--- config.mk ---
export PLATFORM = sky130hd
export DESIGN_NAME = efs_top
export DESIGN_NICKNAME = d
export VERILOG_FILES = /design/src/rtl/efs_pkg.sv /design/src/rtl/efs_regchk.sv /design/src/rtl/efs_top.sv
export SDC_FILE = /design/constraint.sdc
export NUM_CORES = 1
export LEC_CHECK = 0
export BUFFER_PORTS_ARGS = -buffer_cell sky130_fd_sc_hd__buf_4
export CORE_MARGIN = 2
export CORE_UTILIZATION = 35
export DETAILED_ROUTE_END_ITERATION = 16
export GPL_ROUTABILITY_DRIVEN = 0
export PLACE_DENSITY = 0.54
export SLEW_MARGIN = 20
export SYNTH_ARGS = -nofsm -noshare
export SYNTH_HDL_FRONTEND = slang
export SYNTH_HIERARCHICAL = 1
export SYNTH_SLANG_ARGS = --single-unit
--- constraint.sdc ---
create_clock -name sys_clk -period 1.6 [get_ports sys_clk]
set_input_delay 0.48 -clock sys_clk [delete_from_list [all_inputs] [get_ports sys_clk]]
set_output_delay 0.48 -clock sys_clk [all_outputs]
set_load 0.02 [all_outputs]
--- src/rtl/efs_pkg.sv ---
// Contract
// RL1 - flag register change while check enabled
// RL2 - host keeps check off during config writes
// RL3 - checksum registers, flag mismatch against snapshot
// RL4 - only clearing check enable clears flag
// RL5 - skip data, status, interface mode registers
// RL6 - pin role needs sync enable, no alternate
// RL7 - function 10: open-drain inverted fault OR
// RL8 - host reads status after pin fault
// RL9 - function 01: inverted pin joins conversion fault
// RL10 - input mode copies pin into status
// RL11 - function 00 off, 11 general output
// RL12 - append status after every conversion result
// RL13 - status low bits carry channel number
// RL14 - general output drives configured pin level
// RL15 - checksum fault set, cleared by status read
// RL16 - conversion fault follows range condition, not latched
// RL17 - flags readable in status any time
package efs_pkg;

	// register offsets
	localparam logic [7:0] EFS_OFS_STATUS   = 8'h00;
	localparam logic [7:0] EFS_OFS_IFMODE   = 8'h02;
	localparam logic [7:0] EFS_OFS_REGCHECK = 8'h03;
	localparam logic [7:0] EFS_OFS_DATA     = 8'h04;
	localparam logic [7:0] EFS_OFS_PINCFG   = 8'h06;
	localparam logic [7:0] EFS_OFS_CFG0     = 8'h10;
	localparam logic [7:0] EFS_OFS_IRQ_ST   = 8'h30;
	localparam logic [7:0] EFS_OFS_IRQ_MASK = 8'h31;

	// field positions
	localparam int EFS_IF_ALT_START  = 12;
	localparam int EFS_IF_APPEND     = 6;
	localparam int EFS_IF_CHECK_EN   = 5;
	localparam int EFS_PC_SYNC_EN    = 11;
	localparam int EFS_PC_FN_LO      = 9;
	localparam int EFS_PC_PIN_LEVEL  = 8;
	localparam int EFS_CFG_COUNT     = 4;
	localparam int EFS_MON_WORDS     = 5;

	// reset values
	localparam logic [15:0] EFS_RST_IFMODE = 16'h0000;
	localparam logic [15:0] EFS_RST_PINCFG = 16'h0800;
	localparam logic [15:0] EFS_RST_CFG0   = 16'h8001;
	localparam logic [15:0] EFS_RST_CFGN   = 16'h0001;
	localparam logic [23:0] EFS_RST_CHKSUM = 24'h000000;

	// pin function codes
	typedef enum logic [1:0] {
		EFS_FN_OFF   = 2'b00,
		EFS_FN_IN    = 2'b01,
		EFS_FN_OD    = 2'b10,
		EFS_FN_GPOUT = 2'b11
	} efs_pinfn_t;

	// conversion arriving from the filter
	typedef struct packed {
		logic [23:0] data;
		logic [1:0]  chan;
	} efs_conv_t;

	// result leaving towards the serial interface
	typedef struct packed {
		logic [23:0] data;
		logic [7:0]  stat;
		logic        with_stat;
	} efs_result_t;

endpackage

--- src/rtl/efs_regchk.sv ---
`timescale 1ns/1ns
// register integrity checker: snapshot on enable, compare every cycle
module efs_regchk
	import efs_pkg::*;
(
	// clock and reset
	input  wire logic                          sys_clk,
	input  wire logic                          rstn,
	// control
	input  wire logic                          chk_en,
	input  wire logic [EFS_MON_WORDS*16-1:0]   mon_words,
	// results
	output logic                               chg_flag,
	output logic [23:0]                        chk_sum
);

	logic                             armed_r, armed_nxt;
	logic                             flag_r, flag_nxt;
	logic [EFS_MON_WORDS*16-1:0]      snap_r, snap_nxt;
	logic [23:0]                      sum_r, sum_nxt;
	logic [23:0]                      cur_sum;

	// rotate-xor fold of the monitored words
	function automatic logic [23:0] fold(input logic [EFS_MON_WORDS*16-1:0] w);
		logic [23:0] acc;
		acc = 24'h000000;
		for (int i = 0; i < EFS_MON_WORDS; i++)
		begin
			acc = {acc[20:0], acc[23:21]} ^ {8'h00, w[i*16 +: 16]};
		end
		return acc;
	endfunction

	assign cur_sum = fold(mon_words);

	// next state of the checker
	always_comb
	begin
		armed_nxt = chk_en;
		snap_nxt  = snap_r;
		sum_nxt   = sum_r;
		flag_nxt  = flag_r;
		// RL3 snapshot checksum
		if (chk_en && !armed_r)
		begin
			snap_nxt = mon_words;
			sum_nxt  = cur_sum;
		end
		// RL4 clear on disable
		if (!chk_en)
			flag_nxt = 1'b0;
		// RL1 detect changed bit
		else if (armed_r && (mon_words != snap_r || cur_sum != sum_r))
			flag_nxt = 1'b1;
	end

	// checker registers
	always_ff @(posedge sys_clk or negedge rstn)
	begin
		if (!rstn)
		begin
			armed_r <= 1'b0;
			flag_r  <= 1'b0;
			snap_r  <= '0;
			sum_r   <= EFS_RST_CHKSUM;
		end
		else
		begin
			armed_r <= armed_nxt;
			flag_r  <= flag_nxt;
			snap_r  <= snap_nxt;
			sum_r   <= sum_nxt;
		end
	end

	assign chg_flag = flag_r;
	assign chk_sum  = sum_r;
endmodule

--- src/rtl/efs_top.sv ---
`timescale 1ns/1ns
// fault flags, fault pin and status append for the converter digital side
module efs_top
	import efs_pkg::*;
(
	// clock and reset
	input  wire logic        sys_clk,
	input  wire logic        rstn,
	// register port
	input  wire logic [7:0]  reg_addr,
	input  wire logic [23:0] reg_wdata,
	input  wire logic        reg_wr,
	input  wire logic        reg_rd,
	output logic      [23:0] reg_rdata,
	// converter side
	input  wire logic        conv_range_fault,
	input  wire logic        crc_mismatch,
	input  wire logic        conv_done,
	input  wire efs_conv_t   conv_in,
	// result stream
	output efs_result_t      res_out,
	output logic             res_valid,
	// sync/fault pin
	input  wire logic        fault_pin_i,
	output logic             fault_pin_o,
	output logic             fault_pin_oe,
	// interrupt
	output logic             irq
);

	// software registers
	logic [15:0]                 ifmode_r, ifmode_nxt;
	logic [15:0]                 pincfg_r, pincfg_nxt;
	logic [15:0]                 cfg_r   [EFS_CFG_COUNT];
	logic [15:0]                 cfg_nxt [EFS_CFG_COUNT];
	logic [3:0]                  irq_st_r, irq_st_nxt;
	logic [3:0]                  irq_mask_r, irq_mask_nxt;
	logic [23:0]                 rdata_r, rdata_nxt;
	// status state
	logic                        crc_flag_r, crc_flag_nxt;
	logic                        rdy_n_r, rdy_n_nxt;
	logic [1:0]                  chan_r, chan_nxt;
	logic [23:0]                 data_r, data_nxt;
	logic                        conv_flag_d_r;
	// result stream
	efs_result_t                 res_r, res_nxt;
	logic                        res_valid_r, res_valid_nxt;
	// pin state
	logic [2:0]                  pin_sync_r;
	logic                        pin_filt_r, pin_filt_nxt;
	logic                        pin_o_r, pin_o_nxt;
	logic                        pin_oe_r, pin_oe_nxt;
	// derived
	logic                        chk_en;
	logic                        reg_flag;
	logic [23:0]                 chk_sum;
	logic [EFS_MON_WORDS*16-1:0] mon_words;
	logic                        pin_role;
	efs_pinfn_t                  pin_fn;
	logic                        in_mode;
	logic                        conv_flag;
	logic                        fault_any;
	logic                        rd_status;
	logic                        rd_data;
	logic [3:0]                  ev;
	logic [7:0]                  status_now;

	assign chk_en    = ifmode_r[EFS_IF_CHECK_EN];
	assign rd_status = reg_rd && reg_addr == EFS_OFS_STATUS;
	assign rd_data   = reg_rd && reg_addr == EFS_OFS_DATA;

	// RL5 monitored set excludes data, status, interface mode
	assign mon_words[15:0] = pincfg_r;
	genvar gi;
	generate
		for (gi = 0; gi < EFS_CFG_COUNT; gi++)
		begin : g_mon
			assign mon_words[(gi+1)*16 +: 16] = cfg_r[gi];
		end
	endgenerate

	// integrity checker
	efs_regchk u_regchk (
		.sys_clk   (sys_clk),
		.rstn      (rstn),
		.chk_en    (chk_en),
		.mon_words (mon_words),
		.chg_flag  (reg_flag),
		.chk_sum   (chk_sum)
	);

	// RL6 pin role gate
	assign pin_role = pincfg_r[EFS_PC_SYNC_EN] && !ifmode_r[EFS_IF_ALT_START];
	assign pin_fn   = efs_pinfn_t'(pincfg_r[EFS_PC_FN_LO +: 2]);
	assign in_mode  = pin_role && pin_fn == EFS_FN_IN;

	// RL9 RL16 conversion fault follows range and external pin
	assign conv_flag = conv_range_fault || (in_mode && !pin_filt_r);
	assign fault_any = conv_flag || crc_flag_r || reg_flag;

	// RL17 status byte; RL10 pin level in input mode
	assign status_now = {rdy_n_r, conv_flag, crc_flag_r, reg_flag,
	                     1'b0, in_mode && pin_filt_r, chan_r};

	// interrupt events: conversion fault rise, crc, reg change, done
	assign ev  = {conv_done, reg_flag, crc_mismatch, conv_flag && !conv_flag_d_r};
	assign irq = |(irq_st_r & irq_mask_r);

	// register file and flag next state
	always_comb
	begin
		ifmode_nxt   = ifmode_r;
		pincfg_nxt   = pincfg_r;
		irq_mask_nxt = irq_mask_r;
		for (int i = 0; i < EFS_CFG_COUNT; i++)
			cfg_nxt[i] = cfg_r[i];
		irq_st_nxt   = irq_st_r;
		crc_flag_nxt = crc_flag_r;
		rdy_n_nxt    = rdy_n_r;
		chan_nxt     = chan_r;
		data_nxt     = data_r;
		rdata_nxt    = 24'h000000;
		if (reg_wr)
		begin
			case (reg_addr)
				EFS_OFS_IFMODE:   ifmode_nxt = reg_wdata[15:0];
				EFS_OFS_PINCFG:   pincfg_nxt = reg_wdata[15:0];
				EFS_OFS_IRQ_MASK: irq_mask_nxt = reg_wdata[3:0];
				EFS_OFS_IRQ_ST:   irq_st_nxt = irq_st_r & ~reg_wdata[3:0];
				default:
				begin
					for (int i = 0; i < EFS_CFG_COUNT; i++)
						if (reg_addr == EFS_OFS_CFG0 + 8'(i))
							cfg_nxt[i] = reg_wdata[15:0];
				end
			endcase
		end
		// sticky events win over the write-one clear
		irq_st_nxt = irq_st_nxt | ev;
		// RL15 explicit status read clears, new mismatch wins
		if (rd_status)
			crc_flag_nxt = 1'b0;
		if (crc_mismatch)
			crc_flag_nxt = 1'b1;
		// data register read marks result consumed
		if (rd_data)
			rdy_n_nxt = 1'b1;
		if (conv_done)
		begin
			rdy_n_nxt = 1'b0;
			chan_nxt  = conv_in.chan;
			data_nxt  = conv_in.data;
		end
		if (reg_rd)
		begin
			case (reg_addr)
				EFS_OFS_STATUS:   rdata_nxt = {16'h0000, status_now};
				EFS_OFS_IFMODE:   rdata_nxt = {8'h00, ifmode_r};
				EFS_OFS_REGCHECK: rdata_nxt = chk_sum;
				EFS_OFS_DATA:     rdata_nxt = data_r;
				EFS_OFS_PINCFG:   rdata_nxt = {8'h00, pincfg_r};
				EFS_OFS_IRQ_ST:   rdata_nxt = {20'h00000, irq_st_r};
				EFS_OFS_IRQ_MASK: rdata_nxt = {20'h00000, irq_mask_r};
				default:
				begin
					for (int i = 0; i < EFS_CFG_COUNT; i++)
						if (reg_addr == EFS_OFS_CFG0 + 8'(i))
							rdata_nxt = {8'h00, cfg_r[i]};
				end
			endcase
		end
	end

	// register file flip-flops
	always_ff @(posedge sys_clk or negedge rstn)
	begin
		if (!rstn)
		begin
			ifmode_r      <= EFS_RST_IFMODE;
			pincfg_r      <= EFS_RST_PINCFG;
			cfg_r[0]      <= EFS_RST_CFG0;
			for (int i = 1; i < EFS_CFG_COUNT; i++)
				cfg_r[i] <= EFS_RST_CFGN;
			irq_st_r      <= 4'h0;
			irq_mask_r    <= 4'h0;
			crc_flag_r    <= 1'b0;
			rdy_n_r       <= 1'b1;
			chan_r        <= 2'h0;
			data_r        <= 24'h000000;
			rdata_r       <= 24'h000000;
			conv_flag_d_r <= 1'b0;
		end
		else
		begin
			ifmode_r      <= ifmode_nxt;
			pincfg_r      <= pincfg_nxt;
			for (int i = 0; i < EFS_CFG_COUNT; i++)
				cfg_r[i] <= cfg_nxt[i];
			irq_st_r      <= irq_st_nxt;
			irq_mask_r    <= irq_mask_nxt;
			crc_flag_r    <= crc_flag_nxt;
			rdy_n_r       <= rdy_n_nxt;
			chan_r        <= chan_nxt;
			data_r        <= data_nxt;
			rdata_r       <= rdata_nxt;
			conv_flag_d_r <= conv_flag;
		end
	end

	assign reg_rdata = rdata_r;

	// result stream next state
	always_comb
	begin
		res_valid_nxt = conv_done;
		res_nxt       = res_r;
		if (conv_done)
		begin
			res_nxt.data = conv_in.data;
			// RL12 append live status; RL13 channel in low bits
			res_nxt.with_stat = ifmode_r[EFS_IF_APPEND];
			res_nxt.stat = ifmode_r[EFS_IF_APPEND] ?
			               {1'b0, status_now[6:2], conv_in.chan} : 8'h00;
		end
	end

	// result stream flip-flops
	always_ff @(posedge sys_clk or negedge rstn)
	begin
		if (!rstn)
		begin
			res_r       <= '0;
			res_valid_r <= 1'b0;
		end
		else
		begin
			res_r       <= res_nxt;
			res_valid_r <= res_valid_nxt;
		end
	end

	assign res_out   = res_r;
	assign res_valid = res_valid_r;

	// pin filter and drive next state
	always_comb
	begin
		pin_filt_nxt = (pin_sync_r[1] == pin_sync_r[2]) ? pin_sync_r[2] : pin_filt_r;
		pin_o_nxt    = 1'b0;
		pin_oe_nxt   = 1'b0;
		if (pin_role)
		begin
			case (pin_fn)
				// RL7 open drain, low on any fault
				EFS_FN_OD:
					pin_oe_nxt = fault_any;
				// RL14 general output level
				EFS_FN_GPOUT:
				begin
					pin_oe_nxt = 1'b1;
					pin_o_nxt  = pincfg_r[EFS_PC_PIN_LEVEL];
				end
				// RL11 disabled or input: released
				default:
					pin_oe_nxt = 1'b0;
			endcase
		end
	end

	// pin flip-flops
	always_ff @(posedge sys_clk or negedge rstn)
	begin
		if (!rstn)
		begin
			pin_sync_r <= 3'h7;
			pin_filt_r <= 1'b1;
			pin_o_r    <= 1'b0;
			pin_oe_r   <= 1'b0;
		end
		else
		begin
			pin_sync_r <= {pin_sync_r[1:0], fault_pin_i};
			pin_filt_r <= pin_filt_nxt;
			pin_o_r    <= pin_o_nxt;
			pin_oe_r   <= pin_oe_nxt;
		end
	end

	assign fault_pin_o  = pin_o_r;
	assign fault_pin_oe = pin_oe_r;
endmodule

==> run_summary.xml <==
<?xml version="1.0" encoding="UTF-8"?>
<metrics>
  <group name="finish">
    <metric name="n_antenna_cell" unit="">0</metric>
    <metric name="final_net_count" unit="">1440</metric>
    <metric name="drive_gt1_share" unit="%">47.6</metric>
    <metric name="areaGrowthSynthToFinish" unit="%">37.4</metric>
    <metric name="finalNonFillerCells" unit="">1867</metric>
    <metric name="fin_area" unit="sq um">18000</metric>
    <metric name="layout.filler_cells" unit="">3259</metric>
  </group>
  <group name="critical_path">
    <metric name="cp_top_family" unit="">simple AND/OR/NAND/NOR gates</metric>
    <metric name="worst_path_max_fanout" unit="">4</metric>
    <metric name="ff2ff_setup_slack" unit="ps">-400</metric>
    <metric name="end_kind" unit="">register</metric>
    <metric name="r2r_cells" unit="">6</metric>
    <metric name="timing.critical_path.arrival" unit="ps">2450</metric>
    <metric name="worst_setup_path_endpoint" unit="">u_regchk/chg_flag</metric>
    <metric name="cp_slowest_stage_delay" unit="ps">590</metric>
    <metric name="crit_cells" unit="">6</metric>
    <metric name="crit-reg2reg-launch" unit="">cfg_r[32]</metric>
    <metric name="worst-endpoint-required" unit="ps">2050</metric>
    <metric name="cp_cell_sequence" unit="">xnor2_1 -&gt; nand3_1 -&gt; nor4_1 -&gt; nand4_1 -&gt; nor3_1 -&gt; a31oi_1</metric>
    <metric name="timing.critical_path.buf_inv" unit="">0</metric>
    <metric name="criticalPathCategory" unit="">reg2reg</metric>
    <metric name="crit_slowest_cell" unit="">sky130_fd_sc_hd__dfstp_2</metric>
    <metric name="destination_of_the_worst_register_to_register_timing_path" unit="">u_regchk/chg_flag</metric>
    <metric name="cp-startpoint" unit="">cfg_r[32]</metric>
    <metric name="setup.worst_path.start_class" unit="">register</metric>
  </group>
  <group name="floorplan">
    <metric name="initial_utilization" unit="%">35.7</metric>
    <metric name="die_y" unit="um">198</metric>
    <metric name="design.core.area" unit="sq um">36800</metric>
    <metric name="die_w" unit="um">198</metric>
    <metric name="std_cell_rows" unit="">70</metric>
    <metric name="floorplan.die_area" unit="sq um">39000</metric>
    <metric name="io-pin-count" unit="">127</metric>
  </group>
  <group name="worst_hold_path">
    <metric name="worst_hold_path_type" unit="">in2reg</metric>
  </group>
  <group name="yosys">
    <metric name="synthMostInstantiatedCell" unit="">sky130_fd_sc_hd__dfrtp_1</metric>
    <metric name="synth_warnings" unit="">6</metric>
    <metric name="syn-cell-area" unit="sq um">13100</metric>
    <metric name="yosysUniqueCellTypes" unit="">64</metric>
    <metric name="synth_flop_cell" unit="">sky130_fd_sc_hd__dfrtp_1</metric>
    <metric name="postSynthCellCount" unit="">1035</metric>
    <metric name="synthDominantAreaCellType" unit="">sky130_fd_sc_hd__dfrtp_1</metric>
    <metric name="synthesis.area_per_instance" unit="sq um">12.7</metric>
    <metric name="synth-edff-count" unit="">0</metric>
    <metric name="synthTopCellsByCount" unit="">266 x sky130_fd_sc_hd__dfrtp_1, 194 x sky130_fd_sc_hd__mux2_2, 86 x sky130_fd_sc_hd__xor2_1</metric>
    <metric name="synthDominantCellAreaShare" unit="%">50.7</metric>
    <metric name="synth_area_leaders" unit="">sky130_fd_sc_hd__dfrtp_1 51%, sky130_fd_sc_hd__mux2_2 17%, sky130_fd_sc_hd__xor2_1 5.7%, sky130_fd_sc_hd__xnor2_1 4.5%, sky130_fd_sc_hd__dfstp_2 2.2%</metric>
    <metric name="sequential_cell_area_fraction_in_the_yosys_report" unit="%">52.9</metric>
    <metric name="synth_seq_cells" unit="">277</metric>
    <metric name="share_of_async_settable_or_async_resettable_flops_after_synthesis" unit="%">100</metric>
  </group>
  <group name="sta">
    <metric name="finalMaxSlewViolations" unit="">0</metric>
    <metric name="timing.final.crit_period" unit="ps">2000</metric>
    <metric name="max_clock_freq" unit="MHz">500</metric>
    <metric name="timing.final.hold_violations" unit="">0</metric>
    <metric name="setup_viol" unit="">11</metric>
    <metric name="share_of_the_cycle_needed_by_the_critical_path_after_routing" unit="%">125</metric>
    <metric name="grt_setup_unrepaired" unit="">yes</metric>
    <metric name="worst_clock_skew" unit="ps">16.2</metric>
    <metric name="final_critical_path_setup_slack" unit="ps">-399</metric>
    <metric name="final.setup.tns" unit="ps">-964</metric>
  </group>
  <group name="place">
    <metric name="post_detail_place_hpwl" unit="um">31500</metric>
    <metric name="io_buffers" unit="">116</metric>
    <metric name="place_inst" unit="">1770</metric>
    <metric name="placedInstanceArea" unit="sq um">16300</metric>
  </group>
  <group name="power_and_ir_drop">
    <metric name="leakagePower" unit="nW">8.88</metric>
    <metric name="ir_worst_vdd" unit="mV">0.743</metric>
    <metric name="cellPowerDensity" unit="nW/um^2">1010</metric>
    <metric name="fin_total_pwr" unit="W">0.0182</metric>
  </group>
  <group name="grt">
    <metric name="overflow" unit="">0</metric>
    <metric name="pin_count_of_the_biggest_net_entering_global_routing" unit="">54</metric>
    <metric name="antenna_found_initial" unit="">1</metric>
    <metric name="global_route_usage_over_all_layers" unit="%">21.9</metric>
    <metric name="number_of_global_route_vias_before_repair" unit="">9654</metric>
    <metric name="global_route_wire_length_before_repair" unit="um">62600</metric>
  </group>
  <group name="clocking">
    <metric name="clkTransAtPathRegs" unit="ps">70</metric>
    <metric name="clock_tree.buffer_depth" unit="">3</metric>
    <metric name="clockRootBuffer" unit="">sky130_fd_sc_hd__clkbuf_16</metric>
    <metric name="tritoncts_clock_tree" unit="">built</metric>
    <metric name="numClockSinks" unit="">277</metric>
    <metric name="numCtsBuffers" unit="">31</metric>
    <metric name="insertion_delay" unit="ps">590</metric>
    <metric name="cts_max_level" unit="">1</metric>
  </group>
  <group name="outcome">
    <metric name="violated_checks" unit="">negative setup slack</metric>
    <metric name="result_of_the_run" unit="">finished with violations</metric>
  </group>
  <group name="flow_run">
    <metric name="max-cap-violations" unit="">0</metric>
  </group>
  <group name="route">
    <metric name="detailroute.via_count" unit="">9636</metric>
    <metric name="drt_first_iter_violations" unit="">625</metric>
    <metric name="detail-route-antenna-nets" unit="">0</metric>
    <metric name="route.detailed.drc" unit="">0</metric>
    <metric name="viasPerCell" unit="">5.16</metric>
    <metric name="drt-pass1-iter-count" unit="">5</metric>
    <metric name="postRouteWirelength" unit="um">42600</metric>
    <metric name="route.detailed.wl_per_inst" unit="um">22.8</metric>
  </group>
</metrics>
per-layer routing:
| metal | track usage [%] | vias to the layer above | routed length [um] |
|---|---|---|---|
| li1 | - | 4392 | - |
| met2 | 34.9 | 277 | 19500 |
| met3 | 2.89 | 70 | 2290 |
| met5 | 0 | - | 0 |
| met1 | 31.1 | 4897 | 19500 |
| met4 | 7.05 | 0 | 1250 |
per-stage QoR:
stage          util, %  hold WS, ps  setup WS (ps)
2_1_floorplan        -          184           -299
5_1_grt           49.0         71.3           -467
3_3_place_gp      44.4          354           -681
6_report          49.0         88.6           -399
4_1_cts           48.5         69.8           -447
3_5_place_dp      44.4          348           -627
registers in the layout (all words and copies together) (netlist names), 2 cells and up:
register,flops
chan_r,2
irq_mask_r,4
pin_sync_r,3
cfg_r,64
ifmode_r,16
u_regchk/snap_r,80
irq_st_r,4
res_out,31
reg_rdata,24
u_regchk/chk_sum,24
pincfg_r,16
cells in the final DEF, fill, tap and decap left out, types with 5 or more instances in the layout:
cell type                   count
sky130_fd_sc_hd__xor2_1        86
sky130_fd_sc_hd__a31oi_1        8
sky130_fd_sc_hd__a22oi_1       25
sky130_fd_sc_hd__dfrtp_1      261
sky130_fd_sc_hd__clkbuf_1      11
sky130_fd_sc_hd__nor2_2         6
sky130_fd_sc_hd__nand3_1        7
sky130_fd_sc_hd__dfstp_2       11
sky130_fd_sc_hd__mux2i_1       18
sky130_fd_sc_hd__and3_1         5
sky130_fd_sc_hd__nand2_1       61
sky130_fd_sc_hd__clkbuf_16     31
sky130_fd_sc_hd__nor4_1        18
sky130_fd_sc_hd__o21ai_0       49
sky130_fd_sc_hd__buf_12        25
sky130_fd_sc_hd__a21o_1         5
sky130_fd_sc_hd__mux2_4        18
sky130_fd_sc_hd__nor2_1        17
sky130_fd_sc_hd__a21oi_1       10
sky130_fd_sc_hd__inv_1         11
sky130_fd_sc_hd__mux2_1        20
sky130_fd_sc_hd__nand4_1       12
sky130_fd_sc_hd__xnor2_1       66
sky130_fd_sc_hd__dfrtp_2        5
sky130_fd_sc_hd__mux2_2       180
sky130_fd_sc_hd__buf_6         65
sky130_fd_sc_hd__buf_4        264
sky130_fd_sc_hd__clkbuf_8      10
cell type report:
| class | count | area (sq um) | share of cell area, % |
|---|---|---|---|
| tap | 468 | 586 | 3.25 |
| multi-input combinational | 696 | 6170 | 34.3 |
| inverter | 11 | 41.3 | 0.229 |
| clock inverter | 6 | 70.1 | 0.389 |
| sequential | 277 | 6950 | 38.6 |
| clock buffer | 52 | 955 | 5.30 |
| timing repair buffer | 357 | 3250 | 18.0 |
how the worst min path moves through the flow:
stage | cells after the start | endpoint | slack, ps | start
final | 2 | irq_st_r[1] | 90 | crc_mismatch
after global routing | 2 | irq_st_r[1] | 70 | crc_mismatch
after CTS | 2 | irq_st_r[1] | 70 | crc_mismatch
after detailed placement | 0 | pin_sync_r[1] | 350 | pin_sync_r[0]
after global placement | 0 | pin_sync_r[1] | 350 | pin_sync_r[0]
after floorplan | 0 | cfg_r[10] | 180 | rstn
what timing repair did:
item	4_1_cts	5_1_grt
resized for setup	63	33
setup endpoints to repair	53	69
hold buffers	2	0
hold endpoints to repair	16	0
buffers inserted	33	6
pin swaps	15	17
power breakdown:
group          switching [W]  leakage (nW)  internal, W
clock                0.00295         0.506      0.00421
sequential          0.000396          3.71      0.00745
combinational        0.00162          4.67      0.00159
total                0.00497          8.88       0.0132
kinds of logic (layout without fill, tap and decap cells):
family / count (synthesis) / count (layout) / share of synthesized area (%)
xor+xnor: 156 / 156 / 10.7
other cells: 1 / 2 / 0.0286
buf+inv: 63 / 426 / 2.32
compound gates: 134 / 134 / 6.70
fa+ha+maj: 1 / 1 / 0.0763
mux: 240 / 240 / 20.6
simple gates: 163 / 163 / 6.67
flops: 277 / 277 / 52.9
No activity file was read; power rests on OpenSTA's default activity.
